<file path="src/rtl/sadc_pkg.sv">
// Shared constants and types for the converter sequencer block.
package sadc_pkg;
  // Register byte offsets.
  localparam logic [7:0] SADC_CTRL_OFS = 8'h00;
  localparam logic [7:0] SADC_CLK_OFS = 8'h04;
  localparam logic [7:0] SADC_SAMP_OFS = 8'h08;
  localparam logic [7:0] SADC_DELAY_OFS = 8'h0C;
  localparam logic [7:0] SADC_THR_OFS = 8'h10;
  localparam logic [7:0] SADC_INTFL_OFS = 8'h14;
  localparam logic [7:0] SADC_INTEN_OFS = 8'h18;
  localparam logic [7:0] SADC_FIFO_OFS = 8'h1C;
  localparam logic [7:0] SADC_STAT_OFS = 8'h20;
  localparam logic [7:0] SADC_DIVSEL_OFS = 8'h24;
  localparam logic [7:0] SADC_DIVCFG_OFS = 8'h28;
  localparam logic [7:0] SADC_CHSEL_OFS = 8'h40;
  localparam logic [7:0] SADC_CHSEL_END = 8'h5C;
  // Control register fields.
  localparam int SADC_CTRL_RESETN = 0;
  localparam int SADC_CTRL_BIAS = 1;
  localparam int SADC_CTRL_EN = 2;
  localparam int SADC_CTRL_START = 3;
  localparam int SADC_CTRL_CONT = 4;
  localparam int SADC_CTRL_TRIG = 5;
  localparam int SADC_CTRL_STOP = 7;
  localparam int SADC_CTRL_SLOTS = 8;
  // Sample timing and divider-config fields.
  localparam int SADC_SAMP_IDLE = 16;
  localparam int SADC_DIVCFG_LPS = 16;
  localparam int SADC_DIVCFG_LPL = 17;
  localparam int SADC_CLK_DIV = 4;
  // Interrupt bits.
  localparam int SADC_INT_THR = 0;
  localparam int SADC_INT_OVR = 1;
  localparam int SADC_INT_DONE = 2;
  localparam int SADC_INT_RDY = 3;
  localparam int SADC_INT_W = 4;
  // Trigger selections.
  localparam logic [1:0] SADC_TRIG_SW = 2'h0;
  localparam logic [1:0] SADC_TRIG_TMR = 2'h1;
  localparam logic [1:0] SADC_TRIG_RISE = 2'h2;
  // Timing bases in conversion clock cycles.
  localparam logic [15:0] SADC_TRACK_BASE = 16'h0004;
  localparam logic [15:0] SADC_HOLD_BASE = 16'h0011;
  // Reset values.
  localparam logic [7:0] SADC_TRACK_RST = 8'h04;
  localparam logic [5:0] SADC_SLOTS_RST = 6'h00;
  // Channel identifiers and slot limits.
  localparam logic [4:0] SADC_GROUND_ID = 5'h10;
  localparam logic [5:0] SADC_LAST_SLOT = 6'h1F;
  localparam int SADC_NSLOT = 32;
  localparam int SADC_NDIV = 13;
  localparam int SADC_LP_LAST = 11;
  // Result FIFO geometry.
  localparam int SADC_FIFO_AW = 4;
  localparam int SADC_FIFO_DEPTH = 16;
  // Clock source selections.
  localparam logic [1:0] SADC_SRC_SYS = 2'h0;
  localparam logic [1:0] SADC_SRC_EXT = 2'h1;
  localparam logic [1:0] SADC_SRC_BAUD = 2'h2;
  localparam logic [2:0] SADC_DIV_MAX = 3'h3;
  // Sequencer states.
  typedef enum logic [2:0] {
    ST_IDLE, ST_ARMED, ST_TRACK, ST_HOLD, ST_DELAY
  } sadc_state_type;
endpackage : sadc_pkg

</file>
<file path="src/rtl/sadc_clkgen.sv">
// Conversion clock tick generator: source select and power-of-two divider.
`timescale 1ns/1ns
module sadc_clkgen (
  input wire logic clk,
  input wire logic rstn,
  input wire logic [1:0] src_sel,
  input wire logic [2:0] div_sel,
  input wire logic ext_clk_pin,
  input wire logic baud_osc,
  input wire logic fast_osc,
  output logic conv_tick
);
  import sadc_pkg::*;
  logic [2:0] sync1_ff; // First synchroniser stage, read only by stage two.
  logic [2:0] sync2_ff; // Second synchroniser stage.
  logic [2:0] prev_ff; // Delayed copy for rising edge detection.
  logic [3:0] cnt_ff; // Source edge counter.
  logic src_edge; // One source clock edge seen this cycle.
  logic [3:0] top; // Last count of one divided period.

  // Slow sources are sampled; they must run below half the system clock.
  always_ff @(posedge clk or negedge rstn) begin
    if (!rstn) begin
      sync1_ff <= 3'h0;
      sync2_ff <= 3'h0;
      prev_ff <= 3'h0;
    end else begin
      sync1_ff <= {fast_osc, baud_osc, ext_clk_pin};
      sync2_ff <= sync1_ff;
      prev_ff <= sync2_ff;
    end
  end

  // Choose the source edge.
  always_comb begin
    unique case (src_sel)
      SADC_SRC_SYS: src_edge = 1'b1;
      SADC_SRC_EXT: src_edge = sync2_ff[0] & ~prev_ff[0];
      SADC_SRC_BAUD: src_edge = sync2_ff[1] & ~prev_ff[1];
      default: src_edge = sync2_ff[2] & ~prev_ff[2];
    endcase
    top = 4'((4'h2 << div_sel[1:0]) - 4'h1);
  end

  // Divide by two to the power of setting plus one, or pass through.
  always_ff @(posedge clk or negedge rstn) begin
    if (!rstn) begin
      cnt_ff <= 4'h0;
      conv_tick <= 1'b0;
    end else if (!src_edge) begin
      conv_tick <= 1'b0;
    end else if (div_sel > SADC_DIV_MAX || cnt_ff >= top) begin
      cnt_ff <= 4'h0;
      conv_tick <= 1'b1;
    end else begin
      cnt_ff <= cnt_ff + 4'h1;
      conv_tick <= 1'b0;
    end
  end
endmodule : sadc_clkgen

</file>
<file path="src/rtl/sadc_seq.sv">
// Converter sequencer: registers, slot sequencing, sample timing, result FIFO.
//
// Notes on behaviour
// - Sequence runs once or continuously.
// - Start by software or hardware event.
// - Programmable delay between continuous sequences.
// - Slots from zero upward to configured last.
// - Each slot holds its own channel identifier.
// - Every result goes into the result FIFO.
// - FIFO level threshold raises an interrupt.
// - Identifiers 0-16 valid, 17-31 reserved.
// - Two-bit select picks converter source clock.
// - Divide by power of two, else undivided.
// - Sample clock high track, low hold.
// - Track is four plus count, hold seventeen plus.
// - Per-channel divider select and dynamic enable.
// - Low-power bits drop dividers, channels 0-11.
// - Converter reset, sleep, nap and on modes.
//
// The address map and the plain strobed port are this design's own decisions.
`timescale 1ns/1ns
module sadc_seq (
  input wire logic clk,
  input wire logic rstn,
  input wire logic [7:0] addr,
  input wire logic [31:0] wdata,
  input wire logic wr,
  input wire logic rd,
  output logic [31:0] rdata,
  output logic irq,
  input wire logic ext_clk_pin,
  input wire logic baud_osc,
  input wire logic fast_osc,
  input wire logic timer_evt,
  input wire logic trig_pin,
  input wire logic lowpower_mode,
  input wire logic [11:0] core_data,
  output logic sample_clk,
  output logic [4:0] channel_sel,
  output logic core_resetn,
  output logic core_bias_en,
  output logic core_enable,
  output logic [25:0] input_divider_select,
  output logic [12:0] divider_enable
);
  import sadc_pkg::*;

  // Reserved identifiers measure ground instead.
  function automatic logic [4:0] map_chan(input logic [4:0] id);
    map_chan = (id > SADC_GROUND_ID) ? SADC_GROUND_ID : id;
  endfunction : map_chan

  // Pointer step with natural wrap.
  function automatic logic [SADC_FIFO_AW-1:0] ptr_inc(input logic [SADC_FIFO_AW-1:0] p);
    ptr_inc = p + 1'b1;
  endfunction : ptr_inc

  // Configuration registers.
  logic [31:0] ctrl_ff; // Sequencer control; start and stop are not stored.
  logic [6:0] clkcfg_ff; // Source select and divider setting.
  logic [7:0] track_cnt_ff; // Extra track cycles.
  logic [7:0] idle_cnt_ff; // Extra hold cycles.
  logic [15:0] delay_ff; // Gap between continuous sequences.
  logic [SADC_FIFO_AW:0] thr_ff; // FIFO level threshold.
  logic [SADC_INT_W-1:0] intfl_ff; // Sticky interrupt flags.
  logic [SADC_INT_W-1:0] inten_ff; // Interrupt mask.
  logic [25:0] divsel_ff; // Two bits per divided channel.
  logic [17:0] divcfg_ff; // Dynamic enables and low-power disables.
  logic [4:0] slot_chan [SADC_NSLOT]; // Channel selection bank.

  // Sequencer state.
  sadc_state_type state_ff, nxt_state;
  logic [4:0] slot_ff, nxt_slot; // Current slot.
  logic [15:0] cnt_ff, nxt_cnt; // Phase cycle counter.
  logic trig_hit_ff; // Trigger seen, waiting for a period start.
  logic go_ff; // Start request pending.
  logic [2:0] pin_ff; // Trigger pin synchroniser and edge history.
  logic conv_tick; // Conversion clock tick.
  logic ready; // Converter powered on.
  logic ready_d_ff; // Previous ready, for the ready event.

  // Result FIFO.
  logic [16:0] fifo_mem [SADC_FIFO_DEPTH]; // Channel and data words.
  logic [SADC_FIFO_AW-1:0] wp_ff, rp_ff; // Write and read pointers.
  logic [SADC_FIFO_AW:0] level_ff; // Words held.
  logic push, pop, full, empty, done_evt;

  wire wr_ctrl = wr && addr == SADC_CTRL_OFS;
  wire [5:0] slots_cfg = ctrl_ff[SADC_CTRL_SLOTS +: 6];
  // Lengths above the last slot saturate at slot 31.
  wire [4:0] last_slot = (slots_cfg > SADC_LAST_SLOT) ? 5'h1F : slots_cfg[4:0];
  wire [15:0] track_len = SADC_TRACK_BASE + {8'h00, track_cnt_ff};
  wire [15:0] hold_len = SADC_HOLD_BASE + {8'h00, idle_cnt_ff};
  wire cont = ctrl_ff[SADC_CTRL_CONT];
  wire [1:0] trig_sel = ctrl_ff[SADC_CTRL_TRIG +: 2];

  sadc_clkgen u_clkgen (
    .clk(clk),
    .rstn(rstn),
    .src_sel(clkcfg_ff[1:0]),
    .div_sel(clkcfg_ff[SADC_CLK_DIV +: 3]),
    .ext_clk_pin(ext_clk_pin),
    .baud_osc(baud_osc),
    .fast_osc(fast_osc),
    .conv_tick(conv_tick)
  );

  // Converter mode follows the three power bits.
  assign ready = ctrl_ff[SADC_CTRL_RESETN] & ctrl_ff[SADC_CTRL_BIAS] & ctrl_ff[SADC_CTRL_EN];
  assign full = level_ff[SADC_FIFO_AW];
  assign empty = level_ff == '0;
  assign pop = rd && addr == SADC_FIFO_OFS && !empty;

  // Software register writes.
  always_ff @(posedge clk or negedge rstn) begin
    if (!rstn) begin
      ctrl_ff <= 32'h0;
      clkcfg_ff <= 7'h0;
      track_cnt_ff <= SADC_TRACK_RST;
      idle_cnt_ff <= 8'h0;
      delay_ff <= 16'h0;
      thr_ff <= '0;
      inten_ff <= '0;
      divsel_ff <= 26'h0;
      divcfg_ff <= 18'h0;
    end else if (wr) begin
      unique case (addr)
        SADC_CTRL_OFS: ctrl_ff <= {18'h0, wdata[13:8], 1'b0, wdata[6:4], 1'b0, wdata[2:0]};
        SADC_CLK_OFS: clkcfg_ff <= {wdata[6:4], 2'h0, wdata[1:0]};
        SADC_SAMP_OFS: begin
          track_cnt_ff <= wdata[7:0];
          idle_cnt_ff <= wdata[SADC_SAMP_IDLE +: 8];
        end
        SADC_DELAY_OFS: delay_ff <= wdata[15:0];
        SADC_THR_OFS: thr_ff <= wdata[SADC_FIFO_AW:0];
        SADC_INTEN_OFS: inten_ff <= wdata[SADC_INT_W-1:0];
        SADC_DIVSEL_OFS: divsel_ff <= wdata[25:0];
        SADC_DIVCFG_OFS: divcfg_ff <= wdata[17:0];
        default: ;
      endcase
    end
  end

  // Channel selection bank, four slots per word.
  always_ff @(posedge clk) begin
    if (wr && addr >= SADC_CHSEL_OFS && addr <= SADC_CHSEL_END) begin
      for (int i = 0; i < 4; i++) begin
        slot_chan[{addr[4:2], 2'(i)}] <= wdata[8*i +: 5];
      end
    end
  end

  // Start request and trigger capture.
  always_ff @(posedge clk or negedge rstn) begin
    if (!rstn) begin
      pin_ff <= 3'h0;
      go_ff <= 1'b0;
      trig_hit_ff <= 1'b0;
    end else begin
      pin_ff <= {pin_ff[1:0], trig_pin};
      go_ff <= wr_ctrl && wdata[SADC_CTRL_START];
      if (state_ff != ST_ARMED) begin
        trig_hit_ff <= 1'b0;
      end else if (trig_sel == SADC_TRIG_SW) begin
        trig_hit_ff <= 1'b1;
      end else if (trig_sel == SADC_TRIG_TMR) begin
        trig_hit_ff <= trig_hit_ff | timer_evt;
      end else if (trig_sel == SADC_TRIG_RISE) begin
        trig_hit_ff <= trig_hit_ff | (pin_ff[1] & ~pin_ff[2]);
      end else begin
        trig_hit_ff <= trig_hit_ff | (~pin_ff[1] & pin_ff[2]);
      end
    end
  end

  // Sequencer next state.
  always_comb begin
    nxt_state = state_ff;
    nxt_slot = slot_ff;
    nxt_cnt = cnt_ff;
    push = 1'b0;
    done_evt = 1'b0;
    if (!ready || (wr_ctrl && wdata[SADC_CTRL_STOP])) begin
      nxt_state = ST_IDLE;
    end else begin
      unique case (state_ff)
        ST_IDLE: if (go_ff) begin
          nxt_state = ST_ARMED;
        end
        ST_ARMED: if (trig_hit_ff && conv_tick) begin
          nxt_state = ST_TRACK;
          nxt_slot = 5'h0;
          nxt_cnt = 16'h0;
        end
        ST_TRACK: if (conv_tick) begin
          nxt_cnt = cnt_ff + 16'h1;
          if (nxt_cnt >= track_len) begin
            nxt_state = ST_HOLD;
            nxt_cnt = 16'h0;
          end
        end
        ST_HOLD: if (conv_tick) begin
          nxt_cnt = cnt_ff + 16'h1;
          if (nxt_cnt >= hold_len) begin
            push = 1'b1;
            nxt_cnt = 16'h0;
            if (slot_ff < last_slot) begin
              nxt_slot = slot_ff + 5'h1;
              nxt_state = ST_TRACK;
            end else begin
              done_evt = 1'b1;
              nxt_slot = 5'h0;
              if (!cont) begin
                nxt_state = ST_IDLE;
              end else if (delay_ff == 16'h0) begin
                nxt_state = ST_TRACK;
              end else begin
                nxt_state = ST_DELAY;
              end
            end
          end
        end
        ST_DELAY: if (conv_tick) begin
          nxt_cnt = cnt_ff + 16'h1;
          if (nxt_cnt >= delay_ff) begin
            nxt_state = ST_TRACK;
            nxt_cnt = 16'h0;
          end
        end
        default: nxt_state = ST_IDLE;
      endcase
    end
  end

  // Sequencer registers and core-facing outputs.
  always_ff @(posedge clk or negedge rstn) begin
    if (!rstn) begin
      state_ff <= ST_IDLE;
      slot_ff <= 5'h0;
      cnt_ff <= 16'h0;
      sample_clk <= 1'b0;
      channel_sel <= SADC_GROUND_ID;
    end else begin
      state_ff <= nxt_state;
      slot_ff <= nxt_slot;
      cnt_ff <= nxt_cnt;
      sample_clk <= nxt_state == ST_TRACK;
      // Load only while a sequence runs. The bank is not reset, so loading while idle
      // would put an unknown on the multiplexer select.
      if (nxt_state inside {ST_TRACK, ST_HOLD, ST_DELAY}) begin
        channel_sel <= map_chan(slot_chan[nxt_slot]);
      end
    end
  end

  // Converter power controls.
  always_ff @(posedge clk or negedge rstn) begin
    if (!rstn) begin
      core_resetn <= 1'b0;
      core_bias_en <= 1'b0;
      core_enable <= 1'b0;
    end else begin
      core_resetn <= ctrl_ff[SADC_CTRL_RESETN];
      core_bias_en <= ctrl_ff[SADC_CTRL_RESETN] & ctrl_ff[SADC_CTRL_BIAS];
      core_enable <= ready;
    end
  end

  // Input divider control per channel.
  always_ff @(posedge clk or negedge rstn) begin
    if (!rstn) begin
      input_divider_select <= 26'h0;
      divider_enable <= 13'h0;
    end else begin
      input_divider_select <= divsel_ff;
      for (int n = 0; n < SADC_NDIV; n++) begin
        logic [1:0] sel;
        logic meas;
        logic lp_off;
        sel = divsel_ff[2*n +: 2];
        meas = state_ff != ST_IDLE && state_ff != ST_ARMED && channel_sel == 5'(n);
        if (n > SADC_LP_LAST) begin
          lp_off = lowpower_mode;
        end else begin
          lp_off = lowpower_mode && ((sel == 2'h1 && divcfg_ff[SADC_DIVCFG_LPS])
                   || (sel == 2'h2 && divcfg_ff[SADC_DIVCFG_LPL]));
        end
        divider_enable[n] <= sel != 2'h0 && (!divcfg_ff[n] || meas) && !lp_off;
      end
    end
  end

  // Result FIFO; when full the oldest word is dropped and overrun flagged.
  always_ff @(posedge clk) begin
    if (push) begin
      fifo_mem[wp_ff] <= {channel_sel, core_data};
    end
  end

  always_ff @(posedge clk or negedge rstn) begin
    if (!rstn) begin
      wp_ff <= '0;
      rp_ff <= '0;
      level_ff <= '0;
    end else begin
      if (push) begin
        wp_ff <= ptr_inc(wp_ff);
      end
      if (pop || (push && full)) begin
        rp_ff <= ptr_inc(rp_ff);
      end
      if (push && !pop && !full) begin
        level_ff <= level_ff + 1'b1;
      end else if (pop && !push) begin
        level_ff <= level_ff - 1'b1;
      end
    end
  end

  // Sticky flags: a new event wins over a write-one clear in the same cycle.
  always_ff @(posedge clk or negedge rstn) begin
    if (!rstn) begin
      intfl_ff <= '0;
      ready_d_ff <= 1'b0;
      irq <= 1'b0;
    end else begin
      logic [SADC_INT_W-1:0] ev;
      logic [SADC_INT_W-1:0] nxt_fl;
      ev = '0;
      ev[SADC_INT_THR] = thr_ff != '0 && level_ff >= thr_ff;
      ev[SADC_INT_OVR] = push && full;
      ev[SADC_INT_DONE] = done_evt;
      ev[SADC_INT_RDY] = ready && !ready_d_ff;
      nxt_fl = intfl_ff;
      if (wr && addr == SADC_INTFL_OFS) begin
        nxt_fl = nxt_fl & ~wdata[SADC_INT_W-1:0];
      end
      nxt_fl = nxt_fl | ev;
      intfl_ff <= nxt_fl;
      ready_d_ff <= ready;
      irq <= |(nxt_fl & inten_ff);
    end
  end

  // Read data, valid the cycle after the strobe; unmapped reads give zero.
  always_ff @(posedge clk or negedge rstn) begin
    if (!rstn) begin
      rdata <= 32'h0;
    end else if (!rd) begin
      rdata <= 32'h0;
    end else if (addr >= SADC_CHSEL_OFS && addr <= SADC_CHSEL_END) begin
      rdata <= {3'h0, slot_chan[{addr[4:2], 2'h3}], 3'h0, slot_chan[{addr[4:2], 2'h2}],
                3'h0, slot_chan[{addr[4:2], 2'h1}], 3'h0, slot_chan[{addr[4:2], 2'h0}]};
    end else begin
      unique case (addr)
        SADC_CTRL_OFS: rdata <= ctrl_ff;
        SADC_CLK_OFS: rdata <= {25'h0, clkcfg_ff};
        SADC_SAMP_OFS: rdata <= {8'h0, idle_cnt_ff, 8'h0, track_cnt_ff};
        SADC_DELAY_OFS: rdata <= {16'h0, delay_ff};
        SADC_THR_OFS: rdata <= {27'h0, thr_ff};
        SADC_INTFL_OFS: rdata <= {28'h0, intfl_ff};
        SADC_INTEN_OFS: rdata <= {28'h0, inten_ff};
        SADC_FIFO_OFS: rdata <= {!empty, 10'h0, fifo_mem[rp_ff][16:12], 4'h0,
                                 fifo_mem[rp_ff][11:0]};
        SADC_STAT_OFS: rdata <= {19'h0, slot_ff, 1'b0, level_ff, ready, state_ff != ST_IDLE};
        SADC_DIVSEL_OFS: rdata <= {6'h0, divsel_ff};
        SADC_DIVCFG_OFS: rdata <= {14'h0, divcfg_ff};
        default: rdata <= 32'h0;
      endcase
    end
  end

  // Helper: conversion ticks seen while the sample clock is high.
  logic [15:0] hi_ticks_ff;
  always_ff @(posedge clk or negedge rstn) begin
    if (!rstn) begin
      hi_ticks_ff <= 16'h0;
    end else if (!sample_clk) begin
      hi_ticks_ff <= 16'h0;
    end else if (conv_tick) begin
      hi_ticks_ff <= hi_ticks_ff + 16'h1;
    end
  end
endmodule : sadc_seq

</file>
<file path="config.mk">
export PLATFORM = sky130hd
export DESIGN_NAME = sadc_seq
export DESIGN_NICKNAME = d
export VERILOG_FILES = /design/src/rtl/sadc_pkg.sv /design/src/rtl/sadc_clkgen.sv /design/src/rtl/sadc_seq.sv
export SDC_FILE = /design/constraint.sdc
export NUM_CORES = 1
export LEC_CHECK = 0
export ABC_AREA = 0
export BUFFER_PORTS_ARGS = -buffer_cell sky130_fd_sc_hd__buf_2
export CORE_ASPECT_RATIO = 0.8
export CORE_MARGIN = 8
export CORE_UTILIZATION = 55
export CTS_CLUSTER_SIZE = 12
export DETAILED_ROUTE_END_ITERATION = 6
export PLACE_DENSITY = 0.75
export SYNTH_ARGS = -nofsm -noshare
export SYNTH_HDL_FRONTEND = slang
export SYNTH_SLANG_ARGS = --single-unit
</file>
<file path="constraint.sdc">
create_clock -name clk -period 4.9 [get_ports clk]
set_input_delay 0.98 -clock clk [delete_from_list [all_inputs] [get_ports clk]]
set_output_delay 0.98 -clock clk [all_outputs]
set_load 0.05 [all_outputs]
</file>
==> results.json, run 1 <==
{
  "placeableCoreArea_mm2": 0.05363,
  "io_buf_count": 137,
  "drv.max_cap_violation_count": 0,
  "cts_buffers": 70,
  "post_synth.cell_area_avg_um2": 14.75,
  "clock_transition_at_the_registers_of_the_reported_paths_ns": 0.06,
  "weighted_congestion_at_the_end_of_routability_driven_global_placement": 0.9808,
  "n_fill_cell": 3842,
  "maximum_number_of_pins_on_one_net_before_global_route_repair": 130,
  "via_count": 19819,
  "yosys_reg_bits": 673,
  "setup_viol_count_final": 0,
  "power.sequential.fraction_pct": 51.3,
  "tightest_slew_ns": 1.093,
  "layout-area-overhead-vs-synth_pct": 14.87,
  "cts_root_buffer": "sky130_fd_sc_hd__clkbuf_16",
  "worst_slew_margin_rel_pct": 27.16,
  "worstSetupStartpoint": "idle_cnt_ff[0]",
  "timing.hold.ws_ns": 0.3510,
  "timing.critical_path.cells": "ha_1 -> and3_1 -> o21ai_0 -> xor2_1 -> ha_1 -> and3_1 -> a221oi_1 -> o21ai_0 -> buf_4 -> or3_1 -> o2111ai_1 -> o211a_1 -> inv_2 -> nor2_1 -> buf_4 -> a211oi_2 -> nor4_4 -> o41ai_1 -> buf_4",
  "ir_drop_mv": 0.3078,
  "synth.yosys.seq_area_share_pct": 64.00,
  "classification_of_the_worst_slack_hold_path": "reg -> reg",
  "cell_leakage_power_nw": 13.03,
  "floorplan.initialDensity_pct": 55.37,
  "critical-path-top-cell-by-count": "sky130_fd_sc_hd__buf_4",
  "fmax_mhz": 217.4,
  "yosys_warnings": 0,
  "count_of_cells_along_the_worst_register_to_register_path": 19,
  "final_stage_net_count": 2349,
  "worst-r2r-setup-slack_ns": 0.30,
  "worst_setup_path_start_kind": "register",
  "cp-endpoint": "channel_sel[1]",
  "total_switching_power_mw": 2.722,
  "worstReg2RegEnd": "channel_sel[1]",
  "drt-total-wl_mm": 85.94,
  "die-area_mm2": 0.06173,
  "cts.htree.levels": 3,
  "drcViolationCount": 0,
  "timing.critical_path.buf_inv": 4,
  "detail_route.first_pass.iterations": 6,
  "internal-power_mw": 9.473,
  "final.period_utilization_pct": 93.86,
  "pwr-share-comb_pct": 5.8,
  "slew_viol_final": 0,
  "outcome": "finished, final reports clean",
  "finalWorstPathRequiredPeriod_ns": 4.599,
  "die_w_um": 275.8,
  "clock_latency_ns": 0.62,
  "critical_path_depth": 19,
  "dieHeight_um": 223.8,
  "power_switching_share_pct": 22.32,
  "grt_pass1_wl_mm": 126.9,
  "cts_sinks": 673,
  "required_time_at_the_endpoint_of_the_critical_path_ns": 5.42,
  "grt_residual_overflow": 0,
  "arrival_ns": 5.11,
  "ratio_of_cells_with_drive_above_1_in_the_final_layout_pct": 25.64,
  "worstReg2RegStart": "idle_cnt_ff[0]",
  "grt_antenna_before_repair": 7,
  "share_clk_of_total_power_pct": 42.9,
  "synthesis.area_mm2": 0.02970,
  "timing.final.hold_violations": 0,
  "power_density_mw_per_mm2": 357.5,
  "synth_cell_types": 84,
  "track_usage_pct": 27.71,
  "worst_clock_skew_ns": 0.02323,
  "crit_path_top_delay_cell": "sky130_fd_sc_hd__nor4_4",
  "cts_tree": "yes",
  "cpLargestDelayFamily": "compound AO/OA/AOI/OAI gates",
  "setup-tns-final_ns": 0,
  "rows": 76,
  "unrepaired_setup_endpoints_after_global_routing": "no",
  "postSynth.topFlopCell": "sky130_fd_sc_hd__edfxtp_1",
  "cts_setup_buffers": 0,
  "timing_worst_setup_path_type": "reg -> reg",
  "critical_path.max_stage_delay_ns": 0.51,
  "synth_top_cells_by_area": "sky130_fd_sc_hd__edfxtp_1, sky130_fd_sc_hd__dfrtp_1, sky130_fd_sc_hd__mux4_2",
  "post_drt_wl_per_cell_um": 28.78,
  "count_of_nets_left_with_antenna_violations_after_detail_routing": 0,
  "boundaryPins": 143,
  "mostFrequentLayoutCell": "sky130_fd_sc_hd__edfxtp_1",
  "first_global_vias": 19667,
  "synthesis.instances": 2013,
  "worst_setup_path_end_kind": "register",
  "synth_enable_flop_cells": 432,
  "final_cell_mix": "sky130_fd_sc_hd__edfxtp_1, sky130_fd_sc_hd__dfrtp_1, sky130_fd_sc_hd__nand2_1, sky130_fd_sc_hd__buf_2, sky130_fd_sc_hd__mux2_2",
  "hold-path-cell-count": 0,
  "asyncSetResetFlopFracSynth_pct": 35.81,
  "synth_top_area_share_pct": 43.68,
  "worstPathMaxFanout": 8,
  "route.detailed.vias_per_inst": 6.637,
  "synth_top_area_cell": "sky130_fd_sc_hd__edfxtp_1",
  "cts_max_path_buffers": 3,
  "drt_iter0_drc": 2422,
  "dp_hpwl_mm": 57.64
}
==> power groups by stage <==
stage	clock network (mW)	registers [mW]	logic (mW)
floorplan	0	6.39	0.359
global placement	0	6.36	0.666
detailed placement	0	6.37	0.696
CTS	5.29	6.25	0.703
global route	5.49	6.26	0.753
finish	5.23	6.26	0.706
==> per-layer routing <==
metal / share of wire, % / wire [um] / up-vias / track usage [%]
met5: 0.040 / 34 / - / 0
met4: 2.8 / 2389 / 6 / 8.012
met3: 12 / 10690 / 180 / 8.270
met2: 44 / 37770 / 1216 / 40.84
met1: 41 / 35050 / 10117 / 39.93
li1: - / - / 8300 / -
==> per-stage QoR <==
stage | power [mW] | cells | utilization, % | setup WS (ns) | cell area (um^2)
after floorplan | 6.751 | 2014 | - | 0.3163 | 29700
final | 12.19 | 2986 | 63.60 | 0.3010 | 34110
after global placement | 7.027 | 2857 | 59.36 | 0.08819 | 31840
after global routing | 12.51 | 2984 | 63.59 | 0.01446 | 34110
after detailed placement | 7.061 | 2857 | 59.36 | 0.03768 | 31840
after CTS | 12.24 | 2984 | 63.53 | 0.02395 | 34070
==> cell type report <==
cell class / count / area [um^2] / area share [%]
antenna: 2 / 5.005 / 0.01467
clock buffer: 115 / 2053 / 6.019
clock inverter: 12 / 181.4 / 0.5319
inverter: 47 / 176.4 / 0.5172
multi-input combinational: 1195 / 10170 / 29.82
sequential: 673 / 19010 / 55.74
tap: 702 / 878.3 / 2.575
timing repair buffer: 240 / 1632 / 4.783
==> kinds of logic after synthesis <==
logic type / after synthesis / share of synthesized area [%]
AO/OA/AOI/OAI: 347 / 8.267
XOR/XNOR: 33 / 0.9733
adder cells (fa/ha/maj): 60 / 2.553
buffers and inverters: 146 / 2.035
flip-flops: 673 / 64.00
multiplexers: 304 / 14.76
other: 1 / 0.01263
AND/OR/NAND/NOR: 449 / 7.403
==> how the worst min path moves through the flow <==
stage,start,slack (ns),to
after floorplan,pin_ff[0],0.33,pin_ff[1]
after global placement,u_clkgen.sync1_ff[0],0.34,u_clkgen.sync2_ff[0]
after detailed placement,u_clkgen.sync1_ff[2],0.34,u_clkgen.sync2_ff[2]
after CTS,u_clkgen.sync1_ff[2],0.35,u_clkgen.sync2_ff[2]
after global routing,u_clkgen.sync1_ff[0],0.36,u_clkgen.sync2_ff[0]
final,u_clkgen.sync1_ff[2],0.35,u_clkgen.sync2_ff[2]
==> repair_timing <==
item,4_1_cts,5_1_grt
gates resized for setup,0,7
hold buffers,0,0
endpoints found under the setup margin,0,5
==> worst register-to-register path: stages (launching register included) <==
cell	delay, ns
sky130_fd_sc_hd__dfrtp_1	0.38
sky130_fd_sc_hd__ha_1	0.22
sky130_fd_sc_hd__and3_1	0.24
sky130_fd_sc_hd__o21ai_0	0.20
sky130_fd_sc_hd__xor2_1	0.18
sky130_fd_sc_hd__ha_1	0.25
sky130_fd_sc_hd__and3_1	0.16
sky130_fd_sc_hd__a221oi_1	0.29
sky130_fd_sc_hd__o21ai_0	0.17
sky130_fd_sc_hd__buf_4	0.19
sky130_fd_sc_hd__or3_1	0.33
sky130_fd_sc_hd__o2111ai_1	0.20
sky130_fd_sc_hd__o211a_1	0.29
sky130_fd_sc_hd__inv_2	0.12
sky130_fd_sc_hd__nor2_1	0.16
sky130_fd_sc_hd__buf_4	0.20
sky130_fd_sc_hd__a211oi_2	0.10
sky130_fd_sc_hd__nor4_4	0.51
sky130_fd_sc_hd__o41ai_1	0.16
sky130_fd_sc_hd__buf_4	0.15
==> registers in the layout (all words and copies together) (netlist names), 12 cells and up <==
signal                flops
divider_enable           13
input_divider_select     26
divsel_ff                26
divcfg_ff                18
slot_chan               160
delay_ff                 16
fifo_mem                272
cnt_ff                   16
rdata                    30
ctrl_ff                  12
==> cells in the mapped netlist (5+ instances only) <==
cell,count
sky130_fd_sc_hd__a31oi_1,8
sky130_fd_sc_hd__buf_1,18
sky130_fd_sc_hd__a222oi_1,21
sky130_fd_sc_hd__inv_1,43
sky130_fd_sc_hd__mux4_2,95
sky130_fd_sc_hd__edfxtp_1,432
sky130_fd_sc_hd__nor3_1,25
sky130_fd_sc_hd__buf_4,5
sky130_fd_sc_hd__or4_1,6
sky130_fd_sc_hd__and3_1,20
sky130_fd_sc_hd__a32oi_1,17
sky130_fd_sc_hd__o211ai_1,8
sky130_fd_sc_hd__a21oi_1,45
sky130_fd_sc_hd__a22oi_1,37
sky130_fd_sc_hd__xor2_1,14
sky130_fd_sc_hd__mux2i_1,89
sky130_fd_sc_hd__clkbuf_1,61
sky130_fd_sc_hd__xnor2_1,19
sky130_fd_sc_hd__or3_1,9
sky130_fd_sc_hd__a22o_1,5
sky130_fd_sc_hd__nor2_1,61
sky130_fd_sc_hd__dfrtp_1,239
sky130_fd_sc_hd__nor4_1,11
sky130_fd_sc_hd__nand3_1,45
sky130_fd_sc_hd__o21ai_0,77
sky130_fd_sc_hd__ha_1,59
sky130_fd_sc_hd__nand3b_1,5
sky130_fd_sc_hd__nor2b_1,13
sky130_fd_sc_hd__a211oi_1,11
sky130_fd_sc_hd__and4_1,5
sky130_fd_sc_hd__nand2_1,182
sky130_fd_sc_hd__a21o_1,24
sky130_fd_sc_hd__nand4_1,14
sky130_fd_sc_hd__nand2b_1,17
sky130_fd_sc_hd__mux2_2,119
sky130_fd_sc_hd__buf_2,12
sky130_fd_sc_hd__o22ai_1,16
sky130_fd_sc_hd__and2_1,17
sky130_fd_sc_hd__a221oi_1,22
No activity file was read; power rests on OpenSTA's default activity.
==> run 2: changes to the inputs <==
--- a/config.mk
+++ b/config.mk
@@ -12,7 +12,7 @@
 export CORE_UTILIZATION = 55
 export CTS_CLUSTER_SIZE = 12
 export DETAILED_ROUTE_END_ITERATION = 6
-export PLACE_DENSITY = 0.75
+export PLACE_DENSITY = 0.73
 export SYNTH_ARGS = -nofsm -noshare
 export SYNTH_HDL_FRONTEND = slang
 export SYNTH_SLANG_ARGS = --single-unit
==> constraint.sdc (replaced) <==
create_clock -name clk -period 4.6 [get_ports clk]
set_input_delay 0.92 -clock clk [delete_from_list [all_inputs] [get_ports clk]]
set_output_delay 0.92 -clock clk [all_outputs]
set_load 0.05 [all_outputs]
==> run 2 against run 1 <==
Sequential share of layout area shrank 0.33 points. Largest power group unchanged. Highest routed layer unchanged. Combinational power increased by 8.1%. Clock-buffer cell count is 6 lower. Core utilization rose by 0.37 points. Register-to-register slack got worse by 0.23 ns. First-iteration DRC count rose by 18%. Die area stayed put. Total power up 4.2%. Fmax increased by 1.5%. Non-clock buffer count up 26. Routed wire length shrank 2.3%. Critical path depth unchanged. Critical path type unchanged.
==> results.json, run 2 (synthesis results as in run 1) <==
{
  "share_clk_of_total_power_pct": 41.6,
  "total_switching_power_mw": 2.843,
  "dpl_cell_area_mm2": 0.03213,
  "via_count": 19742,
  "power.sequential.fraction_pct": 52.4,
  "timing_worst_setup_path_type": "reg -> reg",
  "power_switching_share_pct": 22.39,
  "die-area_mm2": 0.06173,
  "detail_route.first_pass.iterations": 7,
  "classification_of_the_worst_slack_hold_path": "reg -> reg",
  "cts_max_path_buffers": 3,
  "first_global_vias": 19405,
  "die_w_um": 275.8,
  "cts_sinks": 673,
  "power_density_mw_per_mm2": 370.2,
  "dieHeight_um": 223.8,
  "boundaryPins": 143,
  "grt_residual_overflow": 0,
  "cts_buffers": 69,
  "worst_setup_path_start_kind": "register",
  "rows": 76,
  "cpLargestDelayFamily": "compound AO/OA/AOI/OAI gates",
  "grt_antenna_before_repair": 8,
  "final_stage_net_count": 2374,
  "setup_viol_count_final": 0,
  "cts.htree.levels": 3,
  "worst_setup_path_end_kind": "register",
  "postLayoutCellArea_mm2": 0.03431,
  "placedCellCount": 2881,
  "final_cell_mix": "sky130_fd_sc_hd__edfxtp_1, sky130_fd_sc_hd__dfrtp_1, sky130_fd_sc_hd__nand2_1, sky130_fd_sc_hd__buf_2, sky130_fd_sc_hd__mux2_2",
  "final.period_utilization_pct": 98.52,
  "worstReg2RegStart": "idle_cnt_ff[0]",
  "weighted_congestion_at_the_end_of_routability_driven_global_placement": 0.9787,
  "pwr-share-comb_pct": 6.0,
  "cts_root_buffer": "sky130_fd_sc_hd__clkbuf_16",
  "cts_tree": "yes",
  "placeableCoreArea_mm2": 0.05363,
  "worst_hold_startpoint": "u_clkgen.sync1_ff[0]",
  "post-layout-total-power_mw": 12.70,
  "io_buf_count": 137,
  "slew_viol_final": 0,
  "internal-power_mw": 9.858,
  "layout.area.seq_mm2": 0.01901,
  "area_of_combinational_cells_with_multiple_inputs_mm2": 0.01020,
  "maximum_number_of_pins_on_one_net_before_global_route_repair": 119,
  "track_usage_pct": 27.13,
  "finalWorstPathRequiredPeriod_ns": 4.532,
  "count_of_nets_left_with_antenna_violations_after_detail_routing": 0,
  "tightest_slew_ns": 1.195,
  "clock_transition_at_the_registers_of_the_reported_paths_ns": 0.06,
  "critical-path-top-cell-by-count": "sky130_fd_sc_hd__buf_4",
  "outcome": "finished, final reports clean",
  "grt_pass1_wl_mm": 124.7,
  "route.detailed.vias_per_inst": 6.570,
  "timing.critical_path.cells": "ha_1 -> and3_1 -> buf_4 -> o2111ai_1 -> ha_1 -> and3_1 -> a221oi_2 -> o21ai_2 -> buf_4 -> or3_1 -> o2111ai_1 -> o211a_1 -> inv_2 -> nand2_1 -> a21oi_1 -> nor4_2 -> nor4_2 -> buf_4 -> a221oi_1",
  "critical_path.max_stage_delay_ns": 0.39,
  "timing.final.hold_violations": 0,
  "post_drt_wl_per_cell_um": 27.93,
  "required_time_at_the_endpoint_of_the_critical_path_ns": 5.10,
  "ratio_of_cells_with_drive_above_1_in_the_final_layout_pct": 26.57,
  "drt-total-wl_mm": 83.93,
  "arrival_ns": 5.03,
  "layout.core_utilization_pct": 63.98,
  "dp_hpwl_mm": 56.50,
  "n_fill_cell": 3919,
  "worstSetupStartpoint": "idle_cnt_ff[0]",
  "final-instance-count-excl-fill": 3005,
  "layout-area-overhead-vs-synth_pct": 15.54,
  "clock_latency_ns": 0.62,
  "worst_slew_margin_rel_pct": 20.07,
  "worstPathMaxFanout": 8,
  "cell_leakage_power_nw": 13.12,
  "fmax_mhz": 220.7,
  "timing.critical_path.buf_inv": 4,
  "floorplan.initialDensity_pct": 55.37,
  "drt_iter0_drc": 2869,
  "largest_register_ffs": 272,
  "registers.top_by_ff_count": "fifo_mem",
  "mostFrequentLayoutCell": "sky130_fd_sc_hd__edfxtp_1",
  "drcViolationCount": 0,
  "crit_path_top_delay_cell": "sky130_fd_sc_hd__dfrtp_1",
  "setup-tns-final_ns": 0,
  "drv.max_cap_violation_count": 0,
  "worst_clock_skew_ns": 0.03539,
  "ir_drop_mv": 0.2573
}
run 2: changes by cell type in the layout (fill, tap and decap cells not counted), sizes merged:
cell    before  now
diode        2    3
bufinv       4    2
clkinv       6    5
buf        240  266
inv         49   50
clkbuf     115  109
run 2: layout make-up:
class	instances	share of cell area (%)
repair buffers	266	5.685
clock inverters	10	0.3647
well taps	702	2.560
multi-input cells	1195	29.73
flip-flops and latches	673	55.41
clock buffers	109	5.714
diodes	3	0.02188
inverters	47	0.5142
run 2: metrics by stage:
stage          hold slack (ns)  worst slack, ns
2_1_floorplan           0.3312          0.01629
5_1_grt                 0.3673         -0.07148
3_3_place_gp            0.3373           0.1394
4_1_cts                 0.3621          0.01676
3_5_place_dp            0.3365          0.03136
6_report                0.3596          0.06823
run 2: worst paths after layout:
kind / cells after the start / to / slack, ns
max reg2reg: 19 / channel_sel[0] / 0.07
min reg2reg: 0 / u_clkgen.sync2_ff[0] / 0.36
min: 0 / u_clkgen.sync2_ff[0] / 0.36
min in group asynchronous: 1 / input_divider_select[5] / 0.43
max in group asynchronous: 2 / rdata[27] / 3.27
max: 19 / channel_sel[0] / 0.07
run 2: what timing repair did:
action	4_1_cts	5_1_grt
buffers inserted	0	2
endpoints found under the setup margin	0	10
resized for setup	0	18
hold buffers	0	0
run 2: power groups by stage:
stage               combinational (mW)  clock (mW)  sequential [mW]
floorplan                        0.382           0             6.81
CTS                              0.760        5.38             6.65
global placement                 0.735           0             6.76
finish                           0.763        5.29             6.65
global route                     0.820        5.60             6.66
detailed placement               0.756           0             6.77
run 2: worst register-to-register path, stage by stage (launching register included):
cell and delay (ns):
sky130_fd_sc_hd__dfrtp_1 0.39, sky130_fd_sc_hd__ha_1 0.21, sky130_fd_sc_hd__and3_1 0.23, sky130_fd_sc_hd__buf_4 0.15
sky130_fd_sc_hd__o2111ai_1 0.21, sky130_fd_sc_hd__ha_1 0.29, sky130_fd_sc_hd__and3_1 0.20, sky130_fd_sc_hd__a221oi_2 0.28
sky130_fd_sc_hd__o21ai_2 0.14, sky130_fd_sc_hd__buf_4 0.19, sky130_fd_sc_hd__or3_1 0.35, sky130_fd_sc_hd__o2111ai_1 0.21
sky130_fd_sc_hd__o211a_1 0.29, sky130_fd_sc_hd__inv_2 0.12, sky130_fd_sc_hd__nand2_1 0.15, sky130_fd_sc_hd__a21oi_1 0.10
sky130_fd_sc_hd__nor4_2 0.34, sky130_fd_sc_hd__nor4_2 0.09, sky130_fd_sc_hd__buf_4 0.18, sky130_fd_sc_hd__a221oi_1 0.30
run 2: layer usage:
| layer | vias to the layer above | routed length [um] | track usage, % | part of all wire, % |
|---|---|---|---|---|
| met1 | 9972 | 34220 | 38.70 | 41 |
| met2 | 1221 | 36370 | 39.15 | 43 |
| met5 | - | 41 | 0 | 0.049 |
| met4 | 6 | 3209 | 10.39 | 3.8 |
| li1 | 8342 | - | - | - |
| met3 | 201 | 10090 | 8.196 | 12 |
